File: src/logic/ref_mult_pkg.sv
// Purpose: Shared constants and carriers for the reference pulse multiplier
// Assumes: 32-bit register port, one word per register
// Notes:   Offsets are byte addresses; unmapped reads return zero
package ref_mult_pkg;

  // Register byte offsets
  localparam logic [7:0] ADDR_SWITCH_EN  = 8'h00;
  localparam logic [7:0] ADDR_FACTOR     = 8'h04;
  localparam logic [7:0] ADDR_SEL_MAP    = 8'h08;
  localparam logic [7:0] ADDR_ACK_MAP    = 8'h0c;
  localparam logic [7:0] ADDR_REALLOC_EN = 8'h10;
  localparam logic [7:0] ADDR_STATUS     = 8'h14;
  localparam logic [7:0] ADDR_POS_COUNT  = 8'h18;

  // Widths
  localparam int FACTOR_W = 7;
  localparam int MAP_W    = 4;
  localparam int ACKMAP_W = 2;
  localparam int NUM_SI   = 7;
  localparam int NUM_SO   = 3;
  localparam int INCR_W   = 8;
  localparam int COUNT_W  = 32;

  // Reset (factory) values
  localparam logic                RST_SWITCH_EN  = 1'b0;
  localparam logic [FACTOR_W-1:0] RST_FACTOR     = 7'h01;
  localparam logic [MAP_W-1:0]    RST_SEL_MAP    = 4'h8;
  localparam logic [ACKMAP_W-1:0] RST_ACK_MAP    = 2'h0;
  localparam logic                RST_REALLOC_EN = 1'b0;

  // Legal factor range
  localparam logic [FACTOR_W-1:0] FACTOR_MIN = 7'h01;
  localparam logic [FACTOR_W-1:0] FACTOR_MAX = 7'h63;

  // Select mapping codes
  localparam logic [MAP_W-1:0] MAP_DIRECT_LAST = 4'h6;
  localparam logic [MAP_W-1:0] MAP_FORCE_ON    = 4'h7;
  localparam logic [MAP_W-1:0] MAP_FORCE_OFF   = 4'h8;
  localparam logic [MAP_W-1:0] MAP_INV_FIRST   = 4'h9;

  // Status field positions
  localparam int ST_EN_BIT      = 0;
  localparam int ST_REALLOC_BIT = 1;
  localparam int ST_SELECT_BIT  = 2;
  localparam int ST_ACK_BIT     = 3;
  localparam int ST_SELMAP_LSB  = 4;
  localparam int ST_ACKMAP_LSB  = 8;

  // Configuration applied at control power-up
  typedef struct packed {
    logic                switch_en;
    logic                realloc_en;
    logic [MAP_W-1:0]    sel_map;
    logic [ACKMAP_W-1:0] ack_map;
  } boot_cfg_t;

  localparam boot_cfg_t RST_CFG = '{switch_en:  RST_SWITCH_EN,
                                    realloc_en: RST_REALLOC_EN,
                                    sel_map:    RST_SEL_MAP,
                                    ack_map:    RST_ACK_MAP};

  // Position increment handed to the position loop
  typedef struct packed {
    logic              valid;
    logic [INCR_W-1:0] amount;
  } pos_incr_t;

endpackage : ref_mult_pkg

File: src/logic/mult_select_mapper.sv
// Purpose: Derives the multiplication select level from the sequence inputs
// Assumes: Inputs synchronous to the clock, active high at this point
// Notes:   Purely combinational; the caller registers the result
`timescale 1ns/1ps
module mult_select_mapper
  import ref_mult_pkg::*;
(
  input  wire logic [ref_mult_pkg::MAP_W-1:0]  map_i,
  input  wire logic [ref_mult_pkg::NUM_SI-1:0] seq_input_i,
  output logic                                 select_o
);

  logic [MAP_W-1:0] inv_idx;

  assign inv_idx = map_i - MAP_INV_FIRST;

  always_comb begin
    select_o = 1'b0;
    if (map_i <= MAP_DIRECT_LAST) begin
      select_o = seq_input_i[map_i[2:0]];
    end else if (map_i == MAP_FORCE_ON) begin
      select_o = 1'b1;
    end else if (map_i == MAP_FORCE_OFF) begin
      select_o = 1'b0;
    end else begin
      select_o = ~seq_input_i[inv_idx[2:0]];
    end
  end

endmodule : mult_select_mapper

File: src/logic/ref_pulse_multiplier_select.sv
// Purpose: Reference pulse multiplication with selectable x1 or programmed factor
// Assumes: Single 100 MHz clock; pulses and sequence inputs synchronous to it
// Notes:   Power-up settings are staged and only applied on control power-up or in the first cycle after reset release
`timescale 1ns/1ps
module ref_pulse_multiplier_select
  import ref_mult_pkg::*;
(
  input  wire logic                              core_clk_i,
  input  wire logic                              reset_i,
  // Register port
  input  wire logic [7:0]                        reg_addr_i,
  input  wire logic [31:0]                       reg_wdata_i,
  input  wire logic                              reg_wr_i,
  input  wire logic                              reg_rd_i,
  output logic      [31:0]                       reg_rdata_o,
  // Control power has just been reapplied
  input  wire logic                              ctrl_power_up_i,
  // Reference pulses
  input  wire logic                              ref_pulse_i,
  input  wire logic                              opt_ref_pulse_i,
  input  wire logic [ref_mult_pkg::NUM_SI-1:0]   seq_input_i,
  // Results
  output ref_mult_pkg::pos_incr_t                pos_incr_o,
  output logic      [ref_mult_pkg::NUM_SO:1]     seq_output_o,
  output logic                                   mult_select_ack_out_o
);

  import ref_mult_pkg::*;

  // Staged settings written by software
  boot_cfg_t           staged_q;
  // Settings in force since the last power-up
  boot_cfg_t           active_q;
  logic                boot_load_q;
  logic [FACTOR_W-1:0] factor_q;
  logic                select_raw;
  logic                select_q;
  logic                mult_on;
  logic                ack_q;
  logic [COUNT_W-1:0]  pos_count_q;
  logic [INCR_W-1:0]   ref_amount;
  logic [INCR_W-1:0]   incr_d;
  pos_incr_t           incr_q;
  logic [31:0]         rdata_d;
  logic [31:0]         rdata_q;
  logic [31:0]         status;
  logic [FACTOR_W-1:0] wr_factor;

  assign wr_factor = reg_wdata_i[FACTOR_W-1:0];

  // Staged power-up settings; they steer nothing until the next power-up
  always_ff @(posedge core_clk_i or posedge reset_i) begin
    if (reset_i) begin
      staged_q <= RST_CFG;
    end else if (reg_wr_i) begin
      case (reg_addr_i)
        ADDR_SWITCH_EN:  staged_q.switch_en  <= reg_wdata_i[0];
        ADDR_REALLOC_EN: staged_q.realloc_en <= reg_wdata_i[0];
        ADDR_SEL_MAP:    staged_q.sel_map    <= reg_wdata_i[MAP_W-1:0];
        ADDR_ACK_MAP:    staged_q.ack_map    <= reg_wdata_i[ACKMAP_W-1:0];
        default: ;
      endcase
    end
  end

  // Load request raised by reset so the first cycle after release applies
  always_ff @(posedge core_clk_i or posedge reset_i) begin
    if (reset_i) begin
      boot_load_q <= 1'b1;
    end else begin
      boot_load_q <= 1'b0;
    end
  end

  // Applied only at power-up, never while running
  always_ff @(posedge core_clk_i or posedge reset_i) begin
    if (reset_i) begin
      active_q <= RST_CFG;
    end else if (boot_load_q || ctrl_power_up_i) begin
      active_q <= staged_q;
    end
  end

  // Factor is live; out-of-range writes are ignored so the value stays legal
  always_ff @(posedge core_clk_i or posedge reset_i) begin
    if (reset_i) begin
      factor_q <= RST_FACTOR;
    end else if (reg_wr_i && reg_addr_i == ADDR_FACTOR &&
                 wr_factor >= FACTOR_MIN && wr_factor <= FACTOR_MAX) begin
      factor_q <= wr_factor;
    end
  end

  mult_select_mapper u_mapper (
    .map_i       (active_q.sel_map),
    .seq_input_i (seq_input_i),
    .select_o    (select_raw)
  );

  // Without reallocation the select stays inactive
  always_ff @(posedge core_clk_i or posedge reset_i) begin
    if (reset_i) begin
      select_q <= 1'b0;
    end else begin
      select_q <= active_q.realloc_en & select_raw;
    end
  end

  // Selection may switch between pulses; a change mid-stream is the
  // controller's fault, so no attempt is made to rescale pending pulses
  assign mult_on = active_q.switch_en & select_q;

  always_comb begin
    ref_amount = '0;
    if (ref_pulse_i) begin
      if (mult_on) begin
        ref_amount = {{(INCR_W-FACTOR_W){1'b0}}, factor_q};
      end else begin
        ref_amount = 8'h01;
      end
    end
  end

  // Option board references always count one
  assign incr_d = ref_amount + {7'h00, opt_ref_pulse_i};

  always_ff @(posedge core_clk_i or posedge reset_i) begin
    if (reset_i) begin
      incr_q <= '0;
    end else begin
      incr_q.valid  <= ref_pulse_i | opt_ref_pulse_i;
      incr_q.amount <= incr_d;
    end
  end

  assign pos_incr_o = incr_q;

  // Running position total, readable by software
  always_ff @(posedge core_clk_i or posedge reset_i) begin
    if (reset_i) begin
      pos_count_q <= '0;
    end else if (incr_q.valid) begin
      pos_count_q <= pos_count_q + {{(COUNT_W-INCR_W){1'b0}}, incr_q.amount};
    end
  end

  // Acknowledge follows the multiplication actually applied to pulses
  always_ff @(posedge core_clk_i or posedge reset_i) begin
    if (reset_i) begin
      ack_q <= 1'b0;
    end else begin
      ack_q <= mult_on;
    end
  end

  assign mult_select_ack_out_o = ack_q;

  // Terminal routing of the acknowledge
  always_ff @(posedge core_clk_i or posedge reset_i) begin
    if (reset_i) begin
      seq_output_o <= '0;
    end else begin
      for (int i = 1; i <= NUM_SO; i++) begin
        seq_output_o[i] <= mult_on && (active_q.ack_map == ACKMAP_W'(i));
      end
    end
  end

  always_comb begin
    status                                       = '0;
    status[ST_EN_BIT]                            = active_q.switch_en;
    status[ST_REALLOC_BIT]                       = active_q.realloc_en;
    status[ST_SELECT_BIT]                        = select_q;
    status[ST_ACK_BIT]                           = ack_q;
    status[ST_SELMAP_LSB +: MAP_W]               = active_q.sel_map;
    status[ST_ACKMAP_LSB +: ACKMAP_W]            = active_q.ack_map;
  end

  // Staged values read back so software can check what the next boot applies
  always_comb begin
    rdata_d = '0;
    case (reg_addr_i)
      ADDR_SWITCH_EN:  rdata_d[0]               = staged_q.switch_en;
      ADDR_FACTOR:     rdata_d[FACTOR_W-1:0]    = factor_q;
      ADDR_SEL_MAP:    rdata_d[MAP_W-1:0]       = staged_q.sel_map;
      ADDR_ACK_MAP:    rdata_d[ACKMAP_W-1:0]    = staged_q.ack_map;
      ADDR_REALLOC_EN: rdata_d[0]               = staged_q.realloc_en;
      ADDR_STATUS:     rdata_d                  = status;
      ADDR_POS_COUNT:  rdata_d                  = pos_count_q;
      default:         rdata_d                  = '0;
    endcase
  end

  // Read data stands only in the cycle after the strobe
  always_ff @(posedge core_clk_i or posedge reset_i) begin
    if (reset_i) begin
      rdata_q <= '0;
    end else if (reg_rd_i) begin
      rdata_q <= rdata_d;
    end else begin
      rdata_q <= '0;
    end
  end

  assign reg_rdata_o = rdata_q;

endmodule : ref_pulse_multiplier_select

File: config.mk
export PLATFORM = sky130hd
export DESIGN_NAME = ref_pulse_multiplier_select
export DESIGN_NICKNAME = d
export VERILOG_FILES = /design/src/logic/ref_mult_pkg.sv /design/src/logic/mult_select_mapper.sv /design/src/logic/ref_pulse_multiplier_select.sv
export SDC_FILE = /design/constraint.sdc
export NUM_CORES = 1
export LEC_CHECK = 0
export ABC_CLOCK_PERIOD_IN_PS = 6350
export BUFFER_PORTS_ARGS = -buffer_cell sky130_fd_sc_hd__buf_2
export CAP_MARGIN = 5
export CORE_MARGIN = 3
export CORE_UTILIZATION = 59
export CTS_CLUSTER_SIZE = 10
export DETAILED_ROUTE_END_ITERATION = 7
export PLACE_DENSITY = 0.86
export REMOVE_ABC_BUFFERS = 1
export SYNTH_ARGS = -nofsm -noshare
export SYNTH_HDL_FRONTEND = slang
export SYNTH_HIERARCHICAL = 1
export SYNTH_SLANG_ARGS = --single-unit
File: constraint.sdc
create_clock -name core_clk_i -period 6.35 [get_ports core_clk_i]
set_input_delay 1.905 -clock core_clk_i [delete_from_list [all_inputs] [get_ports core_clk_i]]
set_output_delay 1.905 -clock core_clk_i [all_outputs]
set_load 0.01 [all_outputs]
==> Word-level counts from Yosys, hierarchy flattened <==
Cells that the tools add are included.
{ "op_classes": {"n_addsub": 3, "magnitude_cmp": 5, "n_eq_ne": 11, "muxes": 15, "bitwise": 4, "n_reduce_logical": 12} }
{ "op_table": {"columns": ["op", "count"], "rows": [
  ["25-bit case mux with 2 select lines", 1],
  ["32-bit by 8-bit adder with 32-bit output", 1],
  ["32-bit 2-to-1 mux", 1],
  ["8-bit by 5-bit equality test with 1-bit output (second input constant)", 3],
  ["8-bit by 4-bit equality test with 1-bit output (second input constant)", 2],
  ["7-bit 2-to-1 mux", 2],
  ["3-bit case mux with 3 select lines", 1],
  ["8-bit by 1-bit adder with 8-bit output", 1],
  ["8-bit by 3-bit equality test with 1-bit output (second input constant)", 1],
  ["8-bit zero test", 1],
  ["3-bit by 4-bit less-than comparator with 1-bit output (second input constant)", 2],
  ["2-bit case mux with 4 select lines", 1],
  ["2-bit AND reduction", 4],
  ["7-bit by 1-bit >= comparator with 1-bit output (second input constant)", 1],
  ["7-bit less-or-equal comparator (second input constant)", 1],
  ["1-bit case mux with 7 select lines", 1],
  ["1-bit binary-select mux with 3-bit select", 2],
  ["1-bit logical AND", 6],
  ["1-bit 2-to-1 mux", 5],
  ["1-bit case mux with 5 select lines", 1],
  ["2-bit equality test (second input constant)", 2],
  ["4-bit by 3-bit equality test with 1-bit output (second input constant)", 1],
  ["4-bit equality test (second input constant)", 1],
  ["4-bit by 3-bit less-or-equal comparator with 1-bit output (second input constant)", 1],
  ["6 further kinds", 7]
]} }
{ "totals": {"reg_bits": 102, "input_bits": 54, "output_inout_bits": 45, "wordCells": 67} }

==> Longest topological paths before layout <==
Gate-level depths: netlist (run 1).
{ "logic_depth": {"depth_word": 8, "ltp_mapped": 8, "depth_no_buf": 8} }

==> Hierarchy <==
Netlist (run 1), hierarchy kept.
{ "by_module_without_submodules": {"columns": ["module", "instances", "cells_each", "area_each_um2", "seq_area_each_um2"], "rows": [
  ["ref_pulse_multiplier_select", 1, 361, 4499.3, 2557.5],
  ["mult_select_mapper", 1, 28, 239.0, 0.0]
]} }

==> Worst setup path after synthesis (run 1) <==
No wires, ideal clock.
{ "synth_path": {"kind": "input to register", "from": "input reg_addr_i[1]", "to": "register staged_q[2] (netlist name)", "setup_time_ns": 0.125, "arrival_time_ns": 3.303, "required_ns": 6.225, "slack_ns": 2.922, "path_stages": 5, "path_buffers": 0, "path_cell_list": "or4_4 nor2_4 nand3b_4 nor3b_4 mux2_2"} }
{ "synth_via": {"elab_chain_len": 2} }
{ "synth_lines": {"columns": ["item", "line", "text"], "rows": [
  ["start: declaration", "ref_pulse_multiplier_select.sv:11", "input wire logic [7:0] reg_addr_i,"],
  ["8-bit by 4-bit equality test with 1-bit output", "ref_pulse_multiplier_select.sv:56", "case (reg_addr_i)"],
  ["2-bit AND reduction (no source line)", null, null],
  ["end: declaration", "ref_pulse_multiplier_select.sv:31", "boot_cfg_t staged_q;"]
]} }
Every way passes these cells.
A chain may end at the register's enable or synchronous reset.

==> Worst setup path in the final report (run 1) <==
{ "layout_path": {"from": "input reg_addr_i[3]", "to": "register rdata_q[18] (netlist: reg_rdata_o[18])"} }
{ "layout_via": {"elab_chain_len": 3, "elab_cells_between_ends": 4, "classes_between": "2 x eq/ne; 2 x mux"} }
{ "layout_lines": {"columns": ["item", "line", "text"], "rows": [
  ["8-bit by 5-bit equality test with 1-bit output", "ref_pulse_multiplier_select.sv:182", "case (reg_addr_i)"],
  ["25-bit case mux with 2 select lines (*)", "ref_pulse_multiplier_select.sv:182", null],
  ["32-bit 2-to-1 mux (*)", "ref_pulse_multiplier_select.sv:198", "end else if (reg_rd_i) begin"],
  ["end signal: assignment", "ref_pulse_multiplier_select.sv:199", "rdata_q <= rdata_d;"],
  ["end: declaration", "ref_pulse_multiplier_select.sv:45", "logic [31:0] rdata_q;"]
]} }
Mark *: on every way between the ends. The rest lies on a longest branch, timed or not.

==> results of run 1 <==
synthesized netlist by cell type (all sizes together), types with 2 or more instances:
cell type / n
dfrtp: 98
inv: 6
nor3: 7
a22oi: 6
a32oi: 3
nand3: 7
a21o: 4
a211oi: 5
ha: 14
xnor2: 21
a221oi: 3
and4: 2
buf: 3
o21ai: 4
xor2: 14
o211ai: 5
nand3b: 4
mux2i: 3
nor2: 24
and2: 29
nand2b: 2
mux4: 3
nor3b: 4
a21oi: 11
nand2: 22
dfstp: 4
and3: 8
mux2: 34
nand4: 13
and4bb: 2
clkbuf: 9
cell families after synthesis:
kind of cell             count (synthesis)  synth area share [%]
AO/OA/AOI/OAI                           47                  7.13
other                                    1                0.0791
adder cells (fa/ha/maj)                 15                  4.12
buffers and inverters                   18                  1.72
multiplexers                            40                  10.2
XOR/XNOR                                35                  6.47
flip-flops                             102                  54.0
AND/OR/NAND/NOR                        131                  16.3
cell type report:
type	count	area [sq um]
Sequential cell	102	2560
Fill cell	569	2400
Multi-Input combinational cell	269	2100
Timing Repair Buffer	74	373
Tap cell	102	128
Clock buffer	9	124
Clock inverter	7	56.3
Inverter	6	25.0
routing by layer:
layer,vias to the layer above,routed length (um),GRT usage [%]
met1,1621,3980,28.5
met3,14,446,3.31
li1,1534,-,-
met5,-,0,0
met4,0,116,8.06
met2,93,4940,38.4
registers in the layout, summed over array words and instances, names as in the netlist:
name	flops
select_q	1
reg_rdata_o	32
factor_q	7
pos_incr_o	9
pos_count_q	32
mult_select_ack_out_o	1
staged_q	8
boot_load_q	1
seq_output_o	3
active_q	8
critical path, cell delays in order:
cell and delay, ns:
buf_2 0.17, nor2b_1 0.76, nand2_1 0.15, nor2_1 0.76, and2_1 0.23
metrics by stage:
stage / instances / total power [W] / setup WS [ns]
finish: 569 / 0.00129 / 2.67
global route: 569 / 0.00134 / 2.36
CTS: 569 / 0.00129 / 2.64
global placement: 553 / 0.000908 / 2.35
floorplan: 377 / 0.000858 / 1.78
detailed placement: 553 / 0.000920 / 2.26
power by group through the flow:
stage | sequential [W] | combinational [W] | clock [W]
3_3_place_gp | 0.000732 | 0.000176 | 0
2_1_floorplan | 0.000718 | 0.000140 | 0
3_5_place_dp | 0.000733 | 0.000187 | 0
5_1_grt | 0.000727 | 0.000211 | 0.000406
6_report | 0.000723 | 0.000187 | 0.000377
4_1_cts | 0.000721 | 0.000189 | 0.000382
how the worst min path moves through the flow:
stage	cells after the start	slack [ns]	from	to
floorplan	1	0.43	pos_count_q[31]	pos_count_q[31]
global placement	1	0.45	pos_count_q[31]	pos_count_q[31]
detailed placement	1	0.46	pos_count_q[31]	pos_count_q[31]
CTS	1	0.47	pos_count_q[31]	pos_count_q[31]
global route	1	0.49	pos_count_q[31]	pos_count_q[31]
finish	1	0.47	pos_count_q[31]	pos_count_q[31]
==> run summary, run 1 <==
* **result of the run** finished clean
* **placed cell areas** 5180 sq um
* **overflow left after global routing** 0
* **Reg2Reg Launch Point** pos_count_q[2]
* **logic depth of the worst register-to-register path** 6
* **end of the worst register-to-register path** pos_count_q[25]
* **number of routed nets with antenna violations** 0
* **maximum count of clock buffers along a single path** 2
* **worst vdd rail ir drop** 0.114 mV
* **worst hold slack** 0.470 ns
* **register area share after synthesis** 54.0%
* **Initial Utilization** 61.0%
* **cell type with the largest total area after synthesis** dfrtp_1
* **total CTS buffers** 9
* **routed wire length per instance** 16.7 um
* **vias per inst** 5.73
* **Port-buffer cells** 73
* **Resized Gates After CTS** 0
* **number of synthesized flops with an enable pin** 0
* **most common flop cell mapped by yosys** dfrtp_1
* **slew at the pin with the worst max-slew slack** 0.965 ns
* **fraction of registers with async set or reset after synthesis** 100%
* **number of hold buffers added after cts** 0
* **area added between synthesis and finish** 13.2%
* **DRC violation count after routing** 0
* **global-route wire length before repair** 15500 um
* **share of post-route cells with drive strength above 1** 30.2%
* **count of routing violations after the opening detailed-route iteration** 147
* **R2R setup slack** 4.00 ns
* **utilization after layout** 69.0%
* **largest fanout of any net on the critical path** 21
* **gate count of the mapped netlist** 389
* **count of endpoints failing setup in the final report** 0
* **clock transition time at the flip-flop clock pins of the worst setup and hold paths** 0.10 ns
* **share of Yosys cell area claimed by the top area cell type** 51.8%
* **first element of the critical path** reg_addr_i[3]
* **final design area excluding fillers** 5360 sq um
* **cell at the root of the clock tree** clkbuf_8
* **clock network power share** 29.3%
* **Worst setup endpoint** reg_rdata_o[18]
* **Cell variety after synth** 53
* **count of final max-slew check failures** 0
* **placeable core area** 7770 sq um
* **switching part of the total** 28.3%
* **largest net degree at the start of global routing** 68
* **clock tree sinks** 102
* **detailed placer's ending HPWL** 7000 um
* **fin nets** 531
* **fmax** 272 MHz
* **cell internal pwr** 0.000922 W
* **total routing resource utilization after global routing** 22.3%
* **Total Neg Setup Slack** 0 ns
* **count of warnings emitted by yosys** 6
* **io pins** 99
* **vias in the first global route** 3233
* **std cell rows** 32
* **max-slew headroom at the worst pin** 35.4%
* **die area** 9140 sq um
* **gp weighted congestion** 0.887
* **Maximum Capacitance Violations** 0
* **Setup Fix Bufs, Post-CTS** 0
* **most common cell after layout, fill and taps aside** dfrtp_1
* **setup repair after global routing missed its margin** false
* **depth of the CTS H-tree** 3
* **post-synthesis register bit count** 102
* **Avg Inst Size Synth** 12.2 sq um
* **data required time at the worst endpoint** 6.65 ns
* **CP arrival** 3.99 ns
* **Worst setup EP type** register
* **reported net switching power** 0.000364 W
* **power per standard cell area** 240 nW/um^2
* **Die W** 95.6 um
* **static leakage power** 2.70 nW
* **largest clock skew in the final design** 0.0133 ns
* **Antenna Diode Count** 0
* **initial antenna violation count** 0
* **worst skew pair latency** 0.37 ns
* **number of detailed-routing iterations run before antenna repair** 4
* **launching element type of the critical path** input port
* **total via count in the routed design** 3262
* **sequential share of power** 56.2%
* **Cell Area, Synth** 4740 sq um
* **highest-count cells in the layout ignoring fill and taps** dfrtp_1, buf_2, mux2_2
* **part of the cycle the worst path needs** 58.0%
* **hold crit path type** register to register
* **synth top area cells** dfrtp_1, mux2_2, xnor2_1
* **clock tree from TritonCTS** built
* **post-route minimum period** 3.68 ns
* **class of the most critical setup path** input port to register
* **combinational power share** 14.5%
* **Routed Wire Length** 9480 um
* **Final Hold Fails** 0
* **die extent in y** 95.6 um
Power figures use the tool's default switching activity.
==> run 2: changes to the inputs <==
- ABC_AREA: default -> 1
- ABC_CLOCK_PERIOD_IN_PS: 6350 -> 3830
- CORE_UTILIZATION: 59 -> 56
- PLACE_DENSITY: 0.86 -> 0.81
- clock period: 6.35 -> 3.83 ns (I/O delays scaled with it)
==> run summary, run 2 <==
* **cell internal pwr** 0.00160 W, +73%
* **combinational power share** 13.5%, -1.0 points
* **fin nets** 813, +53%
* **class of the most critical setup path** register to primary output
* **synth top area cells** dfrtp_1, nand2_1, nand3_1
* **number of synthesized flops with an enable pin** 0, unchanged
* **most utilized layer in the global route result** met2
* **routed wire length per instance** 14.0 um, -16%
* **data required time at the worst endpoint** 2.68 ns, -3.97 ns
* **maximum count of clock buffers along a single path** 2, unchanged
* **share of Yosys cell area claimed by the top area cell type** 46.1%, -5.6 points
* **count of endpoints failing setup in the final report** 0, unchanged
* **static leakage power** 3.10 nW, +15%
* **clock network power share** 32.8%, +3.5 points
* **overflow left after global routing** 0, unchanged
* **ranking of synthesized cells by instance count** nand2_1, dfrtp_1, inv_1
* **cell at the root of the clock tree** clkbuf_8
* **detailed placer's ending HPWL** 9190 um, +31%
* **most common flop cell mapped by yosys** dfrtp_1
* **worst hold slack** 0.478 ns, +0.00865 ns
* **std cell rows** 34, +6.3%
* **max-slew headroom at the worst pin** 33.8%, -1.6 points
* **clock tree sinks** 102, unchanged
* **most common cell in the synthesized netlist** nand2_1
* **gp weighted congestion** 0.940, +6.0%
* **grt met1 use** 30.5%, +2.0 points
* **hold crit path type** register to register
* **launching element type of the critical path** register
* **met2 capacity usage during global routing** 42.9%, +4.5 points
* **chain of cells forming the critical path** buf_2
* **die area** 10700 sq um, +17%
* **Worst setup EP type** primary output
* **slowest stage cell on the critical path** dfrtp_1
* **buffer and inverter count on the worst path** 1, unchanged
* **post-synthesis register bit count** 102, unchanged
* **Resized Gates After CTS** 0, unchanged
* **placed cell areas** 5780 sq um, +12%
* **global-route track usage on met3** 4.96%, +1.6 points
* **switching part of the total** 27.3%, -1.0 points
* **depth of the CTS H-tree** 3, unchanged
* **register area share after synthesis** 48.1%, -5.9 points
* **setup repair after global routing missed its margin** false
* **gate count of the mapped netlist** 673, +73%
* **dominant delay contributor by cell family on the critical path** flip-flops
* **most common cell after layout, fill and taps aside** nand2_1
* **count of routing violations after the opening detailed-route iteration** 263, +79%
* **largest net degree at the start of global routing** 63, -7.4%
* **share of post-route cells with drive strength above 1** 16.4%, -14 points
* **number of hold buffers added after cts** 0, unchanged
* **reported net switching power** 0.000600 W, +65%
* **count of warnings emitted by yosys** 6, unchanged
* **total CTS buffers** 9, unchanged
* **largest clock skew in the final design** 0.0120 ns, -0.00130 ns
* **number of routed nets with antenna violations** 0, unchanged
* **Antenna Diode Count** 0, unchanged
* **fraction of registers with async set or reset after synthesis** 100%, unchanged
* **result of the run** finished clean
* **maximum cell stage delay along the critical path** 0.82 ns, +0.06 ns
* **clock transition time at the flip-flop clock pins of the worst setup and hold paths** 0.10 ns, about the same
* **vias in the first global route** 4544, +41%
* **post-route minimum period** 2.60 ns
* **fmax** 385 MHz
* **Avg Inst Size Synth** 7.90 sq um, -35%
* **global-route wire length before repair** 20800 um, +34%
* **power per standard cell area** 367 nW/um^2, +53%
* **highest-count cells in the layout ignoring fill and taps** nand2_1, dfrtp_1, inv_1
* **Routed Wire Length** 12300 um, +29%
* **DRC violation count after routing** 0, unchanged
* **Cell Area, Synth** 5320 sq um, +12%
* **total routing resource utilization after global routing** 24.8%, +2.5 points
* **sequential share of power** 53.7%, -2.5 points
* **initial antenna violation count** 0, unchanged
* **vias per inst** 5.39, -5.9%
* **placeable core area** 8980 sq um, +16%
* **worst vdd rail ir drop** 0.217 mV, +91%
* **area added between synthesis and finish** 12.6%
* **Final Hold Fails** 0, unchanged
* **largest fanout of any net on the critical path** 22, +4.8%
* **count of final max-slew check failures** 0, unchanged
* **number of detailed-routing iterations run before antenna repair** 6, +2
* **io pins** 99, unchanged
* **clock tree from TritonCTS** built
* **total via count in the routed design** 4718, +45%
* **CP arrival** 1.45 ns, -2.54 ns
* **Cell variety after synth** 38, -28%
* **total power after layout** 0.00220 W, +71%
* **cell type with the largest total area after synthesis** dfrtp_1
* **Setup Fix Bufs, Post-CTS** 0, unchanged
* **Initial Utilization** 59.3%, -1.7 points
* **slew at the pin with the worst max-slew slack** 0.991 ns, +0.0261 ns
* **die extent in y** 103 um, +8.2%
* **Port-buffer cells** 73, unchanged
* **final design area excluding fillers** 5990 sq um, +12%
* **part of the cycle the worst path needs** 67.9%
* **worst skew pair latency** 0.37 ns, about the same
* **Die W** 103 um, +8.2%
* **Total Neg Setup Slack** 0 ns, unchanged
* **Maximum Capacitance Violations** 0, unchanged
## run 2: cell type report
class                   count  area, sq um
flip-flops and latches    102         2560
well taps                 126          158
multi-input cells         462         2300
repair buffers             76          400
inverters                  93          359
clock buffers              12          135
clock inverters             4         72.6
fillers                   754         2990
## run 2: layer usage
| metal | up-vias | wire (um) |
|---|---|---|
| met5 | - | 0 |
| met2 | 172 | 6380 |
| li1 | 2294 | - |
| met3 | 27 | 781 |
| met4 | 0 | 271 |
| met1 | 2225 | 4840 |
## run 2: worst paths after layout
path	from	to	slack, ns	cells after the start
worst max-delay path	pos_incr_o[8]	pos_incr_o[8]	1.23	1
worst min-delay path	active_q[0]	seq_output_o[2]	0.48	1
worst max register to register	pos_count_q[0]	pos_count_q[26]	1.72	7
worst min register to register	active_q[0]	seq_output_o[2]	0.48	1
max in group asynchronous	reset_i	active_q[5]	2.18	3
min in group asynchronous	reset_i	reg_rdata_o[25]	0.92	2
## run 2: stage by stage
stage          setup slack (ns)  util, %  std cells
2_1_floorplan            0.0121        -        657
3_3_place_gp               1.30     64.4        859
3_5_place_dp               1.24     64.4        859
4_1_cts                    1.21     66.7        875
5_1_grt                    1.16     66.7        875
6_report                   1.23     66.7        875
## run 2: logic make-up after synthesis
family / share of synthesized area (%)
buf+inv: 8.59
other cells: 0.0705
xor+xnor: 0.823
mux: 0.635
compound gates: 5.50
fa+ha+maj: 3.67
simple gates: 32.6
flops: 48.1
## run 2: power by group through the flow
| stage | Combinational (W) | Clock (W) | Sequential [W] |
|---|---|---|---|
| finish | 0.000297 | 0.000721 | 0.00118 |
| global route | 0.000337 | 0.000781 | 0.00119 |
| CTS | 0.000296 | 0.000731 | 0.00118 |
| detailed placement | 0.000293 | 0 | 0.00120 |
| global placement | 0.000275 | 0 | 0.00120 |
| floorplan | 0.000201 | 0 | 0.00118 |
==> run 3: changes to the inputs <==
- ABC_CLOCK_PERIOD_IN_PS: 3830 -> 2300
- CORE_UTILIZATION: 56 -> 50
- PLACE_DENSITY: 0.81 -> 0.77
- clock period: 3.83 -> 2.3 ns (I/O delays scaled with it)
==> run summary, run 3 (synthesis results as in run 2) <==
* **total via count in the routed design** 4765, +1.0%
* **combinational power share** 13.7%, +0.2 points
* **end of the worst register-to-register path** pos_count_q[28]
* **maximum cell stage delay along the critical path** 0.46 ns, -0.36 ns
* **number of detailed-routing iterations run before antenna repair** 5, -1
* **count of routing violations after the opening detailed-route iteration** 384, +46%
* **slew at the pin with the worst max-slew slack** 0.580 ns, -0.412 ns
* **final worst slack** 0.202 ns, -1.03 ns
* **Reg2Reg Launch Point** pos_incr_o[0]
* **std cell rows** 37, +8.8%
* **hold crit path type** input port to async pin
* **reported net switching power** 0.00100 W, +67%
* **Total Neg Setup Slack** 0 ns, unchanged
* **cell at the root of the clock tree** clkbuf_8
* **power per standard cell area** 596 nW/um^2, +63%
* **Routed Wire Length** 12200 um, -0.38%
* **die extent in y** 109 um, +5.5%
* **R2R setup slack** 0.20 ns, -1.52 ns
* **vias in the first global route** 4527, -0.37%
* **cell internal pwr** 0.00262 W, +64%
* **most common cell after layout, fill and taps aside** nand2_1
* **setup slack after placement** 0.237 ns, -1.00 ns
* **Worst setup endpoint** pos_count_q[28]
* **largest fanout of any net on the critical path** 8, -64%
* **global-route wire length before repair** 20600 um, -1.0%
* **class of the most critical setup path** register to register
* **depth of the CTS H-tree** 3, unchanged
* **Maximum Capacitance Violations** 0, unchanged
* **gp weighted congestion** 0.897, -4.6%
* **largest net degree at the start of global routing** 30, -52%
* **data required time at the worst endpoint** 2.55 ns, -0.13 ns
* **placeable core area** 10300 sq um, +15%
* **part of the cycle the worst path needs** 91.2%
* **Setup Fix Bufs, Post-CTS** 0, unchanged
* **Die W** 109 um, +5.5%
* **max-slew headroom at the worst pin** 61.1%, +27 points
* **area added between synthesis and finish** 14.1%
* **Worst setup EP type** register
* **initial antenna violation count** 0, unchanged
* **slowest stage cell on the critical path** fa_1
* **placed cell areas** 5860 sq um, +1.5%
* **worst vdd rail ir drop** 0.421 mV, +93%
* **vias per inst** 5.34, -0.93%
* **highest-count cells in the layout ignoring fill and taps** nand2_1, dfrtp_1, inv_1
* **buffer and inverter count on the worst path** 0, -1
* **clock network power share** 32.1%, -0.7 points
* **worst hold slack** 0.290 ns, -0.188 ns
* **DRC violation count after routing** 0, unchanged
* **first element of the critical path** pos_incr_o[0]
* **dominant delay contributor by cell family on the critical path** simple AND/OR/NAND/NOR gates
* **clock tree from TritonCTS** built
* **number of routed nets with antenna violations** 0, unchanged
* **Port-buffer cells** 73, unchanged
* **overflow left after global routing** 0, unchanged
* **io pins** 99, unchanged
* **chain of cells forming the critical path** ha_1, fa_1, nand3_1, nand3_1, nand3_1, nand2_1, nand3_1, nand2_1
* **clock tree sinks** 102, unchanged
* **launching element type of the critical path** register
* **total CTS buffers** 9, unchanged
* **number of stages on the worst setup path** 8, +7
* **count of endpoints failing setup in the final report** 0, unchanged
* **CP arrival** 2.35 ns, +0.90 ns
* **number of hold buffers added after cts** 0, unchanged
* **die area** 11900 sq um, +11%
* **fmax** 477 MHz
* **maximum count of clock buffers along a single path** 2, unchanged
* **logic depth of the worst register-to-register path** 8, +1
* **detailed placer's ending HPWL** 9440 um, +2.7%
* **clock transition time at the flip-flop clock pins of the worst setup and hold paths** 0.10 ns, about the same
* **share of post-route cells with drive strength above 1** 17.6%, +1.2 points
* **total routing resource utilization after global routing** 21.7%, -3.1 points
* **count of final max-slew check failures** 0, unchanged
* **Final Hold Fails** 0, unchanged
* **static leakage power** 3.15 nW, +1.4%
* **sequential share of power** 54.2%, +0.5 points
* **routed wire length per instance** 13.7 um, -2.3%
* **final design area excluding fillers** 6070 sq um, +1.4%
* **fin nets** 821, +0.98%
* **Resized Gates After CTS** 0, unchanged
* **post-route minimum period** 2.10 ns
* **result of the run** finished clean
* **switching part of the total** 27.7%, +0.40 points
* **Initial Utilization** 51.5%, -7.7 points
* **most used cell along the critical path** nand3_1
* **Antenna Diode Count** 0, unchanged
* **worst skew pair latency** 0.36 ns, about the same
* **setup repair after global routing missed its margin** false
* **largest clock skew in the final design** 0.0153 ns, +0.00335 ns
[run 3: metrics by stage]
step | utilization (%) | std cells | total power (W)
after detailed placement | 56.8 | 877 | 0.00249
final | 58.8 | 892 | 0.00362
after CTS | 58.8 | 892 | 0.00365
after global routing | 58.8 | 892 | 0.00379
after floorplan | - | 657 | 0.00231
after global placement | 56.8 | 877 | 0.00246
[run 3: worst min path at each step]
| stage | from | end | slack (ns) | depth (start not counted) |
|---|---|---|---|---|
| 5_1_grt | reset_i | reg_rdata_o[13] | 0.29 | 2 |
| 4_1_cts | reset_i | reg_rdata_o[16] | 0.30 | 2 |
| 3_3_place_gp | active_q[0] | seq_output_o[2] | 0.45 | 1 |
| 2_1_floorplan | active_q[1] | seq_output_o[1] | 0.43 | 1 |
| 3_5_place_dp | active_q[0] | seq_output_o[2] | 0.45 | 1 |
| 6_report | reset_i | reg_rdata_o[16] | 0.29 | 2 |
[run 3: metal layers]
layer  part of all wire (%)  vias to the layer above  track usage, %
met5                      0                        -               0
met4                    2.0                        0            6.76
met3                    6.1                       22            4.32
met2                     50                      172            37.1
met1                     42                     2261            27.6
li1                       -                     2310               -
[run 3: final cells by class]
| type | count | area, sq um |
|---|---|---|
| Fill cell | 943 | 4250 |
| Sequential cell | 102 | 2560 |
| Multi-Input combinational cell | 462 | 2300 |
| Timing Repair Buffer | 84 | 473 |
| Inverter | 93 | 359 |
| Tap cell | 136 | 170 |
| Clock buffer | 11 | 151 |
| Clock inverter | 4 | 55.1 |
[run 3: power groups by stage]
stage / registers [W] / logic (W) / clock network (W)
2_1_floorplan: 0.00197 / 0.000335 / 0
3_3_place_gp: 0.00199 / 0.000470 / 0
3_5_place_dp: 0.00200 / 0.000495 / 0
4_1_cts: 0.00196 / 0.000497 / 0.00119
5_1_grt: 0.00198 / 0.000562 / 0.00125
6_report: 0.00196 / 0.000496 / 0.00116
